===== src/hw/lpg_pkg.sv =====
/*
  Shared constants for the laser modulation and gate controller: clock rate,
  base-frequency limits, tickle timing, warm-up time and reset defaults.
  Assumes a single 200 MHz system clock and a synchronous active-high reset.
*/
`default_nettype none

package lpg_pkg;

  // System clock.
  localparam int unsigned CLK_HZ = 200_000_000;
  localparam int unsigned CLK_PERIOD_NS = 5;

  // Width of every period and high-time count in clock cycles.
  localparam int unsigned CNT_W = 16;

  // Base frequency, default and upper limit.
  localparam int unsigned BASE_FREQ_HZ = 5_000;
  localparam int unsigned MAX_FREQ_HZ = 20_000;
  localparam logic [CNT_W-1:0] DEF_PERIOD_CYC = CNT_W'(CLK_HZ / BASE_FREQ_HZ);
  // Shortest period rounds up so the frequency never passes the limit.
  localparam logic [CNT_W-1:0] MIN_PERIOD_CYC =
    CNT_W'((CLK_HZ + MAX_FREQ_HZ - 1) / MAX_FREQ_HZ);

  // Duty after reset is zero, so only tickles are emitted before software asks.
  localparam logic [CNT_W-1:0] DEF_HIGH_CYC = 16'h0000;

  // Tickle pulse: 1000 ns long, every 200 us.
  localparam int unsigned TICKLE_LEN_NS = 1_000;
  localparam int unsigned TICKLE_PERIOD_US = 200;
  localparam logic [CNT_W-1:0] TICKLE_LEN_CYC =
    CNT_W'((TICKLE_LEN_NS + CLK_PERIOD_NS - 1) / CLK_PERIOD_NS);
  localparam logic [CNT_W-1:0] TICKLE_PERIOD_CYC =
    CNT_W'((TICKLE_PERIOD_US * 1_000) / CLK_PERIOD_NS);

  // Tickle-only warm-up after reset: at least 2000 ms.
  localparam int unsigned WARMUP_MS = 2_000;
  localparam int unsigned WARMUP_CYC =
    (WARMUP_MS * ((1_000_000 + CLK_PERIOD_NS - 1) / CLK_PERIOD_NS));
  localparam int unsigned WARM_W = 32;

  // Gate pull mode after reset: pull-up (normally on).
  localparam logic DEF_PULL_DOWN = 1'b0;

  // Modulator states.
  typedef enum logic [1:0] {
    LPG_MOD_OFF,
    LPG_MOD_HIGH,
    LPG_MOD_LOW,
    LPG_MOD_CW
  } lpg_mod_state_type;

endpackage : lpg_pkg

`default_nettype wire


===== src/hw/lpg_sync3.sv =====
/*
  Three-stage synchroniser for a group of pin inputs.
  Assumes the inputs are asynchronous to ref_clk; a change is taken only when
  the second and third stages agree, the first stage is read by nothing else.
*/
`timescale 1ns/100ps
`default_nettype none

module lpg_sync3 #(
  parameter int unsigned WIDTH = 1,
  parameter logic [WIDTH-1:0] RST_VAL = '0
) (
  input wire logic ref_clk,
  input wire logic srst,
  input wire logic [WIDTH-1:0] async_in,
  output logic [WIDTH-1:0] sync_out
);

  logic [WIDTH-1:0] s1_ff;
  logic [WIDTH-1:0] s2_ff;
  logic [WIDTH-1:0] s3_ff;
  logic [WIDTH-1:0] out_ff;

  // Shift chain; only s2 samples s1.
  always_ff @(posedge ref_clk) begin
    if (srst) begin
      s1_ff <= RST_VAL;
      s2_ff <= RST_VAL;
      s3_ff <= RST_VAL;
    end else begin
      s1_ff <= async_in;
      s2_ff <= s1_ff;
      s3_ff <= s2_ff;
    end
  end

  // Per bit, accept the new level only once two late stages agree.
  always_ff @(posedge ref_clk) begin
    if (srst) begin
      out_ff <= RST_VAL;
    end else begin
      for (int i = 0; i < WIDTH; i++) begin
        if (s2_ff[i] == s3_ff[i]) begin
          out_ff[i] <= s3_ff[i];
        end
      end
    end
  end

  assign sync_out = out_ff;

endmodule // lpg_sync3

`default_nettype wire


===== src/hw/lpg_tickle_gen.sv =====
/*
  Tickle pulse generator for the laser's modulation input.
  Assumes mod_high is a registered level that is high while the modulator
  holds the output high; tickles only appear while it is low.
*/
`timescale 1ns/100ps
`default_nettype none

module lpg_tickle_gen
  import lpg_pkg::*;
#(
  parameter logic [CNT_W-1:0] PERIOD_CYC = TICKLE_PERIOD_CYC,
  parameter logic [CNT_W-1:0] LEN_CYC = TICKLE_LEN_CYC
) (
  input wire logic ref_clk,
  input wire logic srst,
  input wire logic mod_high,
  output logic tickle
);

  logic [CNT_W-1:0] gap_ff;
  logic [CNT_W-1:0] len_ff;
  logic tickle_ff;

  // Gap timer restarts on every high phase, so the first tickle lands one
  // tickle period after the falling edge.
  always_ff @(posedge ref_clk) begin
    if (srst || mod_high) begin
      gap_ff <= '0;
    end else if (gap_ff == PERIOD_CYC - 16'h0001) begin
      gap_ff <= '0;
    end else begin
      gap_ff <= gap_ff + 16'h0001;
    end
  end

  // Pulse stretch; a high phase cuts any tickle short.
  always_ff @(posedge ref_clk) begin
    if (srst || mod_high) begin
      tickle_ff <= 1'b0;
      len_ff <= '0;
    end else if (gap_ff == PERIOD_CYC - 16'h0001) begin
      tickle_ff <= 1'b1;
      len_ff <= LEN_CYC - 16'h0001;
    end else if (len_ff != '0) begin
      len_ff <= len_ff - 16'h0001;
    end else begin
      tickle_ff <= 1'b0;
    end
  end

  assign tickle = tickle_ff;

endmodule // lpg_tickle_gen

`default_nettype wire


===== src/hw/lpg_top.sv =====
/*
  Host-side controller for the single modulation input of an RF-excited gas
  laser: base-frequency PWM, continuous-wave mode, external gate with pull
  mode, tickle pulses in off time and a tickle-only warm-up after reset.
  Assumes a 200 MHz ref_clk, synchronous srst, an asynchronous gate pin with
  a driven indication from its pad, and configuration from local logic.
*/
`timescale 1ns/100ps
`default_nettype none

module lpg_top
  import lpg_pkg::*;
#(
  parameter int unsigned WARMUP_CYCLES = WARMUP_CYC
) (
  input wire logic ref_clk,
  input wire logic srst,
  input wire logic gate_pin,
  input wire logic gate_pin_driven,
  input wire logic cfg_load,
  input wire logic [CNT_W-1:0] cfg_period,
  input wire logic [CNT_W-1:0] cfg_high,
  input wire logic cfg_cw,
  input wire logic cfg_pull_down,
  output logic laser_pwm,
  output logic warm_done,
  output logic beam_on,
  output logic cw_active,
  output logic gate_active,
  output logic cfg_clamped
);

  // Synchronised pin levels.
  logic gate_sync;
  logic driven_sync;

  // Configuration as written by local logic.
  logic [CNT_W-1:0] period_ff;
  logic [CNT_W-1:0] high_ff;
  logic cw_ff;
  logic pull_down_ff;
  logic clamped_ff;

  // Configuration in use for the current base period.
  logic [CNT_W-1:0] act_period_ff;
  logic [CNT_W-1:0] act_high_ff;

  // Gate, warm-up and modulator state.
  logic gate_eff_ff;
  logic [WARM_W-1:0] warm_cnt_ff;
  logic warm_done_ff;
  lpg_mod_state_type state_ff;
  lpg_mod_state_type nxt_state;
  logic [CNT_W-1:0] cnt_ff;
  logic [CNT_W-1:0] nxt_cnt;
  logic load_period;
  logic beam_req;
  logic mod_high_ff;
  logic tickle;
  logic laser_pwm_ff;
  logic beam_on_ff;
  logic cw_active_ff;

  // Clamp helpers for a configuration write.
  logic [CNT_W-1:0] clip_period;
  logic [CNT_W-1:0] clip_high;
  logic clip_hit;

  // The gate and its driven flag come from a pad, so both are resynchronised.
  // Reset value models an undriven low pin.
  // Both bits share one chain but each bit is accepted on its own, so a pin that is
  // driven and raised in the same cycle can be seen as two changes rather than as one.
  // A disconnected gate is reported by the pad as not driven, which is what
  // lets the pull mode decide its meaning below.
  lpg_sync3 #(
    .WIDTH(2),
    .RST_VAL(2'h0)
  ) u_gate_sync (
    .ref_clk(ref_clk),
    .srst(srst),
    .async_in({gate_pin_driven, gate_pin}),
    .sync_out({driven_sync, gate_sync})
  );

  // Period is clamped to the shortest legal one; high time never passes the
  // period, so 100% is written as high equal to period.
  // A write below the limit is raised rather than refused, and cfg_clamped
  // tells local logic that its request was changed.
  // Zero high time is legal and gives a beam that only carries tickles.
  always_comb begin
    clip_period = cfg_period;
    clip_high = cfg_high;
    clip_hit = 1'b0;
    if (cfg_period < MIN_PERIOD_CYC) begin
      clip_period = MIN_PERIOD_CYC;
      clip_hit = 1'b1;
    end
    if (cfg_high > clip_period) begin
      clip_high = clip_period;
      clip_hit = 1'b1;
    end
  end

  // Configuration registers; reset gives 5 kHz, zero duty and pull-up mode.
  // The pull mode acts at once; continuous-wave select does too except in HIGH, which
  // finishes its high phase first; period and high time wait for the next period boundary.
  always_ff @(posedge ref_clk) begin
    if (srst) begin
      period_ff <= DEF_PERIOD_CYC;
      high_ff <= DEF_HIGH_CYC;
      cw_ff <= 1'b0;
      pull_down_ff <= DEF_PULL_DOWN;
      clamped_ff <= 1'b0;
    end else if (cfg_load) begin
      period_ff <= clip_period;
      high_ff <= clip_high;
      cw_ff <= cfg_cw;
      pull_down_ff <= cfg_pull_down;
      clamped_ff <= clip_hit;
    end
  end

  // Effective gate. Pull-down needs a driven high level; pull-up also
  // accepts a pin that nobody drives.
  // The pull mode is applied after the synchroniser, so a mode change acts
  // on the next clock instead of waiting out the pin delay.
  // A shorted gate reads as a driven low and stays off in both modes.
  always_ff @(posedge ref_clk) begin
    if (srst) begin
      gate_eff_ff <= 1'b0;
    end else if (pull_down_ff) begin
      gate_eff_ff <= gate_sync & driven_sync;
    end else begin
      gate_eff_ff <= gate_sync | ~driven_sync;
    end
  end

  // Warm-up timer. Modulation stays locked out until it has run out, which
  // costs two seconds after every reset but protects the RF stage.
  // Tickles are not held back during this time; only the beam request is.
  // The counter stops once done, so it cannot wrap and re-arm the lockout.
  always_ff @(posedge ref_clk) begin
    if (srst) begin
      warm_cnt_ff <= '0;
      warm_done_ff <= 1'b0;
    end else if (!warm_done_ff) begin
      if (warm_cnt_ff == WARM_W'(WARMUP_CYCLES - 1)) begin
        warm_done_ff <= 1'b1;
      end else begin
        warm_cnt_ff <= warm_cnt_ff + 32'h0000_0001;
      end
    end
  end

  // Beam is wanted only after warm-up and while the gate is asserted.
  assign beam_req = warm_done_ff & gate_eff_ff;

  // Modulator. A base period runs from cnt 0 to act_period-1; the first
  // act_high cycles of it are high. New settings are taken only at a period
  // boundary so a write never makes a runt pulse.
  // OFF: no beam wanted, the output carries tickles only.
  // HIGH: the high part of a modulated period.
  // LOW: the low part of a modulated period; a long one still gets tickles.
  // CW: continuous-wave, output held high for as long as the gate stays on and cw_ff stays set.
  // Every exit to OFF from HIGH or LOW happens with the output low or at the end of a
  // high phase, so no pulse is shortened; CW leaves at once when the gate or cw_ff drops.
  always_comb begin
    nxt_state = state_ff;
    nxt_cnt = cnt_ff;
    load_period = 1'b0;
    unique case (state_ff)
      LPG_MOD_OFF: begin
        nxt_cnt = '0;
        if (beam_req && cw_ff) begin
          nxt_state = LPG_MOD_CW;
        end else if (beam_req) begin
          load_period = 1'b1;
          nxt_state = (high_ff == '0) ? LPG_MOD_LOW : LPG_MOD_HIGH;
        end
      end
      LPG_MOD_HIGH: begin
        nxt_cnt = cnt_ff + 16'h0001;
        if (cnt_ff == act_high_ff - 16'h0001) begin
          if (!beam_req || cw_ff) begin
            // The high phase is complete; only now may the gate end it.
            nxt_state = LPG_MOD_OFF;
          end else if (act_high_ff == act_period_ff) begin
            // Full duty: roll straight into the next period.
            load_period = 1'b1;
            nxt_cnt = '0;
            nxt_state = (high_ff == '0) ? LPG_MOD_LOW : LPG_MOD_HIGH;
          end else begin
            nxt_state = LPG_MOD_LOW;
          end
        end
      end
      LPG_MOD_LOW: begin
        nxt_cnt = cnt_ff + 16'h0001;
        if (!beam_req || cw_ff) begin
          // Already low, so leaving now cannot cut a pulse.
          nxt_state = LPG_MOD_OFF;
          nxt_cnt = '0;
        end else if (cnt_ff == act_period_ff - 16'h0001) begin
          load_period = 1'b1;
          nxt_cnt = '0;
          nxt_state = (high_ff == '0) ? LPG_MOD_LOW : LPG_MOD_HIGH;
        end
      end
      LPG_MOD_CW: begin
        nxt_cnt = '0;
        if (!beam_req || !cw_ff) begin
          nxt_state = LPG_MOD_OFF;
        end
      end
    endcase
  end

  // Modulator state and phase counter.
  always_ff @(posedge ref_clk) begin
    if (srst) begin
      state_ff <= LPG_MOD_OFF;
      cnt_ff <= '0;
    end else begin
      state_ff <= nxt_state;
      cnt_ff <= nxt_cnt;
    end
  end

  // Settings latched for the period that is starting.
  // Holding a copy here lets local logic rewrite the configuration at any
  // time without changing the length of the period already running.
  always_ff @(posedge ref_clk) begin
    if (srst) begin
      act_period_ff <= DEF_PERIOD_CYC;
      act_high_ff <= DEF_HIGH_CYC;
    end else if (load_period) begin
      act_period_ff <= period_ff;
      act_high_ff <= high_ff;
    end
  end

  // High-phase flag for the tickle generator and the output stage.
  // It follows the next state, so it lines up with state_ff and the output
  // register adds exactly one more cycle of delay.
  always_ff @(posedge ref_clk) begin
    if (srst) begin
      mod_high_ff <= 1'b0;
    end else begin
      mod_high_ff <= (nxt_state == LPG_MOD_HIGH) || (nxt_state == LPG_MOD_CW);
    end
  end

  // Tickles fill every low time longer than one tickle period, in modulated and in continuous-wave use.
  // The generator restarts its gap on each high phase, which places the
  // first tickle one tickle period after the falling edge of every high phase.
  lpg_tickle_gen u_tickle (
    .ref_clk(ref_clk),
    .srst(srst),
    .mod_high(mod_high_ff),
    .tickle(tickle)
  );

  // Output stage: beam high phase or a tickle, otherwise low. The tickle
  // generator is cleared one cycle after a high phase starts, so a tickle then running joins that pulse.
  // Registering the merge keeps glitches off the laser input, at the cost of
  // one cycle of latency on every edge.
  always_ff @(posedge ref_clk) begin
    if (srst) begin
      laser_pwm_ff <= 1'b0;
    end else begin
      laser_pwm_ff <= mod_high_ff | tickle;
    end
  end

  // Status flags, registered so every output comes from a flip-flop.
  // They trail the modulator state by one cycle; local logic that needs the
  // exact edge should watch laser_pwm instead.
  always_ff @(posedge ref_clk) begin
    if (srst) begin
      beam_on_ff <= 1'b0;
      cw_active_ff <= 1'b0;
    end else begin
      beam_on_ff <= (state_ff != LPG_MOD_OFF);
      cw_active_ff <= (state_ff == LPG_MOD_CW);
    end
  end

  assign laser_pwm = laser_pwm_ff;
  assign warm_done = warm_done_ff;
  assign beam_on = beam_on_ff;
  assign cw_active = cw_active_ff;
  assign gate_active = gate_eff_ff;
  assign cfg_clamped = clamped_ff;

endmodule // lpg_top

`default_nettype wire


===== config.mk =====
export PLATFORM = sky130hd
export DESIGN_NAME = lpg_top
export DESIGN_NICKNAME = d
export VERILOG_FILES = /design/src/hw/lpg_pkg.sv /design/src/hw/lpg_sync3.sv /design/src/hw/lpg_tickle_gen.sv /design/src/hw/lpg_top.sv
export SDC_FILE = /design/constraint.sdc
export NUM_CORES = 1
export LEC_CHECK = 0
export ABC_AREA = 1
export BUFFER_PORTS_ARGS = -buffer_cell sky130_fd_sc_hd__buf_4
export CORE_MARGIN = 8
export CORE_UTILIZATION = 34
export DETAILED_ROUTE_END_ITERATION = 7
export PLACE_DENSITY_LB_ADDON = 0.3
export SLEW_MARGIN = 20
export SYNTH_ARGS = -nofsm -noshare
export SYNTH_HDL_FRONTEND = slang
export SYNTH_SLANG_ARGS = --single-unit

===== constraint.sdc =====
create_clock -name ref_clk -period 9.3 [get_ports ref_clk]
set_input_delay 1.395 -clock ref_clk [delete_from_list [all_inputs] [get_ports ref_clk]]
set_output_delay 1.395 -clock ref_clk [all_outputs]
set_load 0.02 [all_outputs]

* After elaboration in Yosys (flattened, before gate mapping)
Cells that the tools add are included.
** Storage, ports and cells
- Register bits after elaboration :: 164
- Bits in latches :: 0
- RAM bits :: 0
- ROM bits :: 0
- Input port bits :: 39
- Output and inout bits :: 6
- Word-level logic and storage cells :: 103
- Memories kept :: 0
** Cells by class
- $add $sub $neg :: 6
- Multiply operators :: 0
- Div/mod/pow operators :: 0
- $lt $le $gt $ge :: 2
- Equal/unequal tests :: 13
- Shift-type cells :: 0
- Muxes and demuxes :: 35
- Bitwise logic cells :: 7
- Reduce and logical (&&, ||, !) cells :: 15
** Operators with widths (number)
- two-way mux 16 bit :: 7
- == test 16 bit :: 3
- one-hot mux 16 bit (3 select lines) :: 1
- subtractor 16 x 1 -> 16 bit, second input constant :: 3
- adder 16 x 1 -> 16 bit, second input constant :: 2
- adder 32 x 1 -> 32 bit, second input constant :: 1
- == test 32 x 29 -> 1 bit, second input constant :: 1
- two-way mux 2 bit :: 9
- == test 16 bit, second input constant :: 1
- greater-than comparator 16 bit :: 1
- zero test 16 bit :: 1
- < comparator 16 x 14 -> 1 bit, second input constant :: 1
- two-way mux 8 bit :: 2
- nonzero test 16 bit :: 1
- two-way mux 1 bit :: 14
- one-hot mux 2 bit (4 select lines) :: 1
- == test 2 bit, second input constant :: 3
- == test 2 x 1 -> 1 bit, second input constant :: 2
- logical OR 1 bit :: 4
- nonzero test 2 bit :: 2
- OR reduction 2 bit :: 2
- inverter 1 bit :: 3
- one-hot mux 1 bit (3 select lines) :: 1
- bitwise AND 1 bit :: 2
- other kinds (7) :: 10

* Depth between registers and ports, before layout
- Depth after elaboration :: 8
- Gate-level depth with buffers :: 20
- Mapped depth without buffers :: 19

* Hierarchy
Synthesis repeated with hierarchy kept, for this count alone.
** Second synthesis, totals
- Cells, all modules :: 1630
- Area total of the unflattened synthesis :: 10717.8 sq um
** By module, submodules not included
- lpg_top :: times used 1, cells each 1333, area each 8604.5 sq um, seq. area each 2442.3 sq um
- lpg_tickle_gen :: times used 1, cells each 270, area each 1876.8 sq um, seq. area each 660.6 sq um
- lpg_sync3 :: times used 1, cells each 27, area each 236.5 sq um, seq. area each 160.2 sq um

* Worst setup path after synthesis
No wires, ideal clock.
- Kind :: input-to-reg
- Start :: in cfg_period[5]
- End :: reg high_ff[10]
- Library setup time :: 0.132 ns
- Arrival :: 3.796 ns
- Required time :: 9.168 ns
- Path slack :: 5.372 ns
- Cell stages on the path :: 18
- Buffers on the path :: 1
- Cell sequence :: nor2_1 > a21oi_1 > o31a_1 > nor2_1 > inv_1 > nand2_1 > ha_1 > a21oi_1 > o21ai_0 > nand2_1 > o211ai_1 > nand2_1 > o211ai_1 > nand2_1 > clkbuf_1 > nand2_1 > nand3_1 > a21oi_1
** On the way
- Longest elaborated chain between the ends :: 4
** Ends and longest elaborated chain
- from (decl) :: RTL line lpg_top.sv:21 : input wire logic [CNT_W-1:0] cfg_period,
- < comparator 16 x 14 -> 1 bit :: RTL line lpg_top.sv:94 : if (cfg_period < MIN_PERIOD_CYC) begin
- two-way mux 16 bit * :: RTL line lpg_top.sv:94
- greater-than comparator 16 bit :: RTL line lpg_top.sv:98 : if (cfg_high > clip_period) begin
- two-way mux 16 bit * :: RTL line lpg_top.sv:98
- to (signal assigned) :: RTL line lpg_top.sv:116 : high_ff <= clip_high;
- to (decl) :: RTL line lpg_top.sv:39 : logic [CNT_W-1:0] high_ff;
Every way passes the cells marked *; elsewhere a longest branch is shown, timed or not.
A chain may end at the register's enable or synchronous reset.

* Worst setup path after layout
- Start :: in cfg_period[5]
- End :: reg high_ff[12]
The elaborated chain is that of the path after synthesis.

==> impl_metrics.json <==
{
  "grt.total_usage_pct": 14.6,
  "syn_nets": 1603,
  "syn_area_um2": 10000,
  "rsz0062_at_grt": "false",
  "fp.dieW_um": 188,
  "syn2layout_area_growth_pct": 11.6,
  "worst_slew_pin_slew_ps": 814,
  "cp_slowest_cell": "nand2_1",
  "p_seq_share_pct": 45.2,
  "initial_core_util_pct": 34.2,
  "power.density_nw_per_um2": 150,
  "cp_max_fo": 18,
  "cts_sinks": 163,
  "clock_path_buffers": 2,
  "numCtsBuffers": 17,
  "gp_routability_congestion": 0.916,
  "hold_ws_ps": 409,
  "ctsResizeCount": 0,
  "tns_ps": 0,
  "initialDrtViolationCount": 554,
  "path_cells": "buf_4, nor2_1, a21oi_1, o31a_1, nor2_1, nor2_1, ha_1, nand2_1, nor4_1, nand3_1, nand2_1, inv_1, nand2_1, a31oi_1",
  "cts_setup_buffers": 0,
  "vdd_drop_max_mv": 0.100,
  "port_buffers": 44,
  "grt_max_degree": 74,
  "rr_startpoint": "act_high_ff[0]$_SDFFE_PP0P_",
  "hold_violations": 0,
  "post-route-min-period_ps": 4480,
  "yosysSeqAreaShare_pct": 32.6,
  "ant_nets": 0,
  "rows": 63,
  "skew_ps": 17.1,
  "vias_per_cell": 4.85,
  "antenna_found_initial": 0,
  "ys.flop_type": "dfxtp_1",
  "synth_cells": 1542,
  "gr-total-overflow": 0,
  "yosysWarnings": 0,
  "cp-end-kind": "flop",
  "dp_hpwl_um": 19100,
  "route.detailed.drc": 0,
  "grt_first_pass_wirelength_um": 43500,
  "clk_pin_slew_worst_paths_ps": 70,
  "die_y_um": 188,
  "yosys_register_bits": 163,
  "yosysUniqueCellTypes": 44,
  "synth_edf_count": 0,
  "setup_viol": 0,
  "cap_violations": 0,
  "core_area_um2": 29300,
  "cts-root-buf": "clkbuf_16",
  "power.share.clock_pct": 42.3,
  "cts.htree.levels": 4,
  "cp-start-kind": "input port",
  "async_reset_ff_share_pct": 0,
  "drt-total-wl_um": 25800,
  "syn_area_per_cell_um2": 6.50,
  "dr.pass1.iters": 5,
  "critPathRequiredTime_ps": 9590,
  "p_int_w": 0.00118,
  "die_area_um2": 35200,
  "nets": 1617,
  "grt_pass1_vias": 9038,
  "cts_tree": "done",
  "swShare_pct": 29.4,
  "fmax_mhz": 223,
  "n_antenna_cell": 0,
  "min-delay-path-class": "reg2reg",
  "power_switching_w": 0.000493,
  "cellLeakagePower_nw": 4.97,
  "cts_hold_buf": 0,
  "clk_latency_ps": 430,
  "critPathMaxStageDelay_ps": 680,
  "hold_start": "u_gate_sync.s1_ff[0]$_SDFF_PP0_",
  "critPathKind": "in2reg",
  "drive_above_1_share_pct": 10.0,
  "critical_path.startpoint": "cfg_period[5]",
  "pwr-share-comb_pct": 12.5,
  "worstPathArrival_ps": 4780,
  "period_share_pct": 48.2,
  "wire_per_inst_um": 13.2,
  "io_pins": 45,
  "status": "complete, no violations",
  "slew_violations": 0,
  "num_vias": 9510,
  "slew_headroom_pct": 45.7
}
-- worst paths after layout --
check                                    endpoint  slack [ps]  depth (start not counted)
setup / recovery         high_ff[12]$_SDFFE_PP0P_        4820                         14
hold / removal    u_gate_sync.s2_ff[0]$_SDFF_PP0_         410                          2
setup reg to reg      act_high_ff[0]$_SDFFE_PP0P_        5900                         15
hold reg to reg   u_gate_sync.s2_ff[0]$_SDFF_PP0_         410                          2
-- through the flow --
stage	util [%]	area [um2]	std cells	setup slack [ps]	power, W
2_1_floorplan	-	10000	1542	5370	0.000924
3_3_place_gp	36.0	10600	1926	4250	0.000976
3_5_place_dp	36.0	10600	1926	4140	0.000981
4_1_cts	38.1	11200	1958	4590	0.00170
5_1_grt	38.1	11200	1959	4460	0.00176
6_report	38.1	11200	1959	4820	0.00167
-- critical path: cells and delay by family --
kind | cells | cell delay [ps]
buffers and inverters | 2 | 260
adders and majority gates | 1 | 310
AOI/OAI and AO/OA | 3 | 370
and+or+nand+nor | 8 | 2410
-- sequential cells by signal, summed over array words and instances (netlist names), 16 cells and up --
register	count
warm_cnt_ff	32
act_high_ff	16
act_period_ff	16
cnt_ff	16
high_ff	16
period_ff	16
u_tickle.gap_ff	16
u_tickle.len_ff	16
-- cell usage after synthesis, types with 2 or more instances --
master	instances	share of area [%]
nand3_1	92	4.6
nand2_2	22	1.4
nor3_1	38	1.9
nor3b_1	4	0.30
nand3_2	3	0.30
o21a_1	2	0.15
dfxtp_1	163	33
o21ai_1	2	0.10
nand4_1	62	3.9
a21o_1	3	0.22
and2_1	4	0.25
nor2_4	5	0.56
nor4_1	15	0.94
o211ai_1	9	0.67
buf_4	7	0.52
nand2_1	365	14
buf_6	4	0.45
clkbuf_1	30	1.1
and3_1	2	0.12
xor2_1	39	3.4
nor2_1	176	6.6
nand3b_1	15	1.1
clkinv_1	5	0.19
inv_1	190	7.1
xnor2_1	36	3.1
inv_2	30	1.1
o21ai_0	53	2.6
nor2_2	10	0.62
buf_2	9	0.45
a21oi_1	102	5.1
nand3_4	2	0.35
or2_2	3	0.19
buf_8	2	0.30
ha_1	22	2.7
a31oi_1	7	0.44
-- routing by layer --
layer | vias up | share of wire, % | track usage [%]
li1 | 4982 | - | -
met1 | 4364 | 49 | 18.8
met2 | 141 | 47 | 24.8
met3 | 23 | 2.6 | 2.21
met4 | 0 | 1.5 | 4.42
met5 | - | 0 | 0
-- cell families (layout without fill, tap and decap cells) --
group	Yosys count	in the layout	share of synthesized area (%)
AOI/OAI and AO/OA	184	184	9.83
xor gates and xnor gates	75	75	6.56
adders and majority gates	22	22	2.75
buffers and inverters	278	305	11.3
DFF	163	163	32.6
and+or+nand+nor	820	820	37.0
-- layout by cell type (no fill, tap or decap), drive strengths merged, types with 15 or more instances in the layout --
cell / synthesis / layout
clkbuf: 30 / 18
xor2: 39 / 39
nor3: 38 / 38
nand3: 97 / 97
ha: 22 / 22
dfxtp: 163 / 163
xnor2: 36 / 36
nand2: 387 / 387
inv: 220 / 226
nand4: 62 / 62
a21oi: 102 / 102
nand3b: 15 / 15
nor4: 16 / 16
o21ai: 56 / 56
buf: 23 / 48
nor2: 191 / 191
-- power groups by stage --
| stage | combinational [W] | clock (W) | sequential, W |
|---|---|---|---|
| detailed placement | 0.000209 | 0 | 0.000772 |
| global placement | 0.000205 | 0 | 0.000771 |
| global route | 0.000242 | 0.000756 | 0.000761 |
| finish | 0.000210 | 0.000708 | 0.000757 |
| floorplan | 0.000157 | 0 | 0.000767 |
| CTS | 0.000211 | 0.000728 | 0.000756 |
-- layout make-up --
class	count	area (um2)
multi-input cells	1101	5620
clock buffers	18	439
well taps	390	488
clock inverters	14	164
inverters	225	845
flip-flops and latches	163	3260
repair buffers	48	360
fillers	3195	18100
No activity file was read; power rests on OpenSTA's default activity.
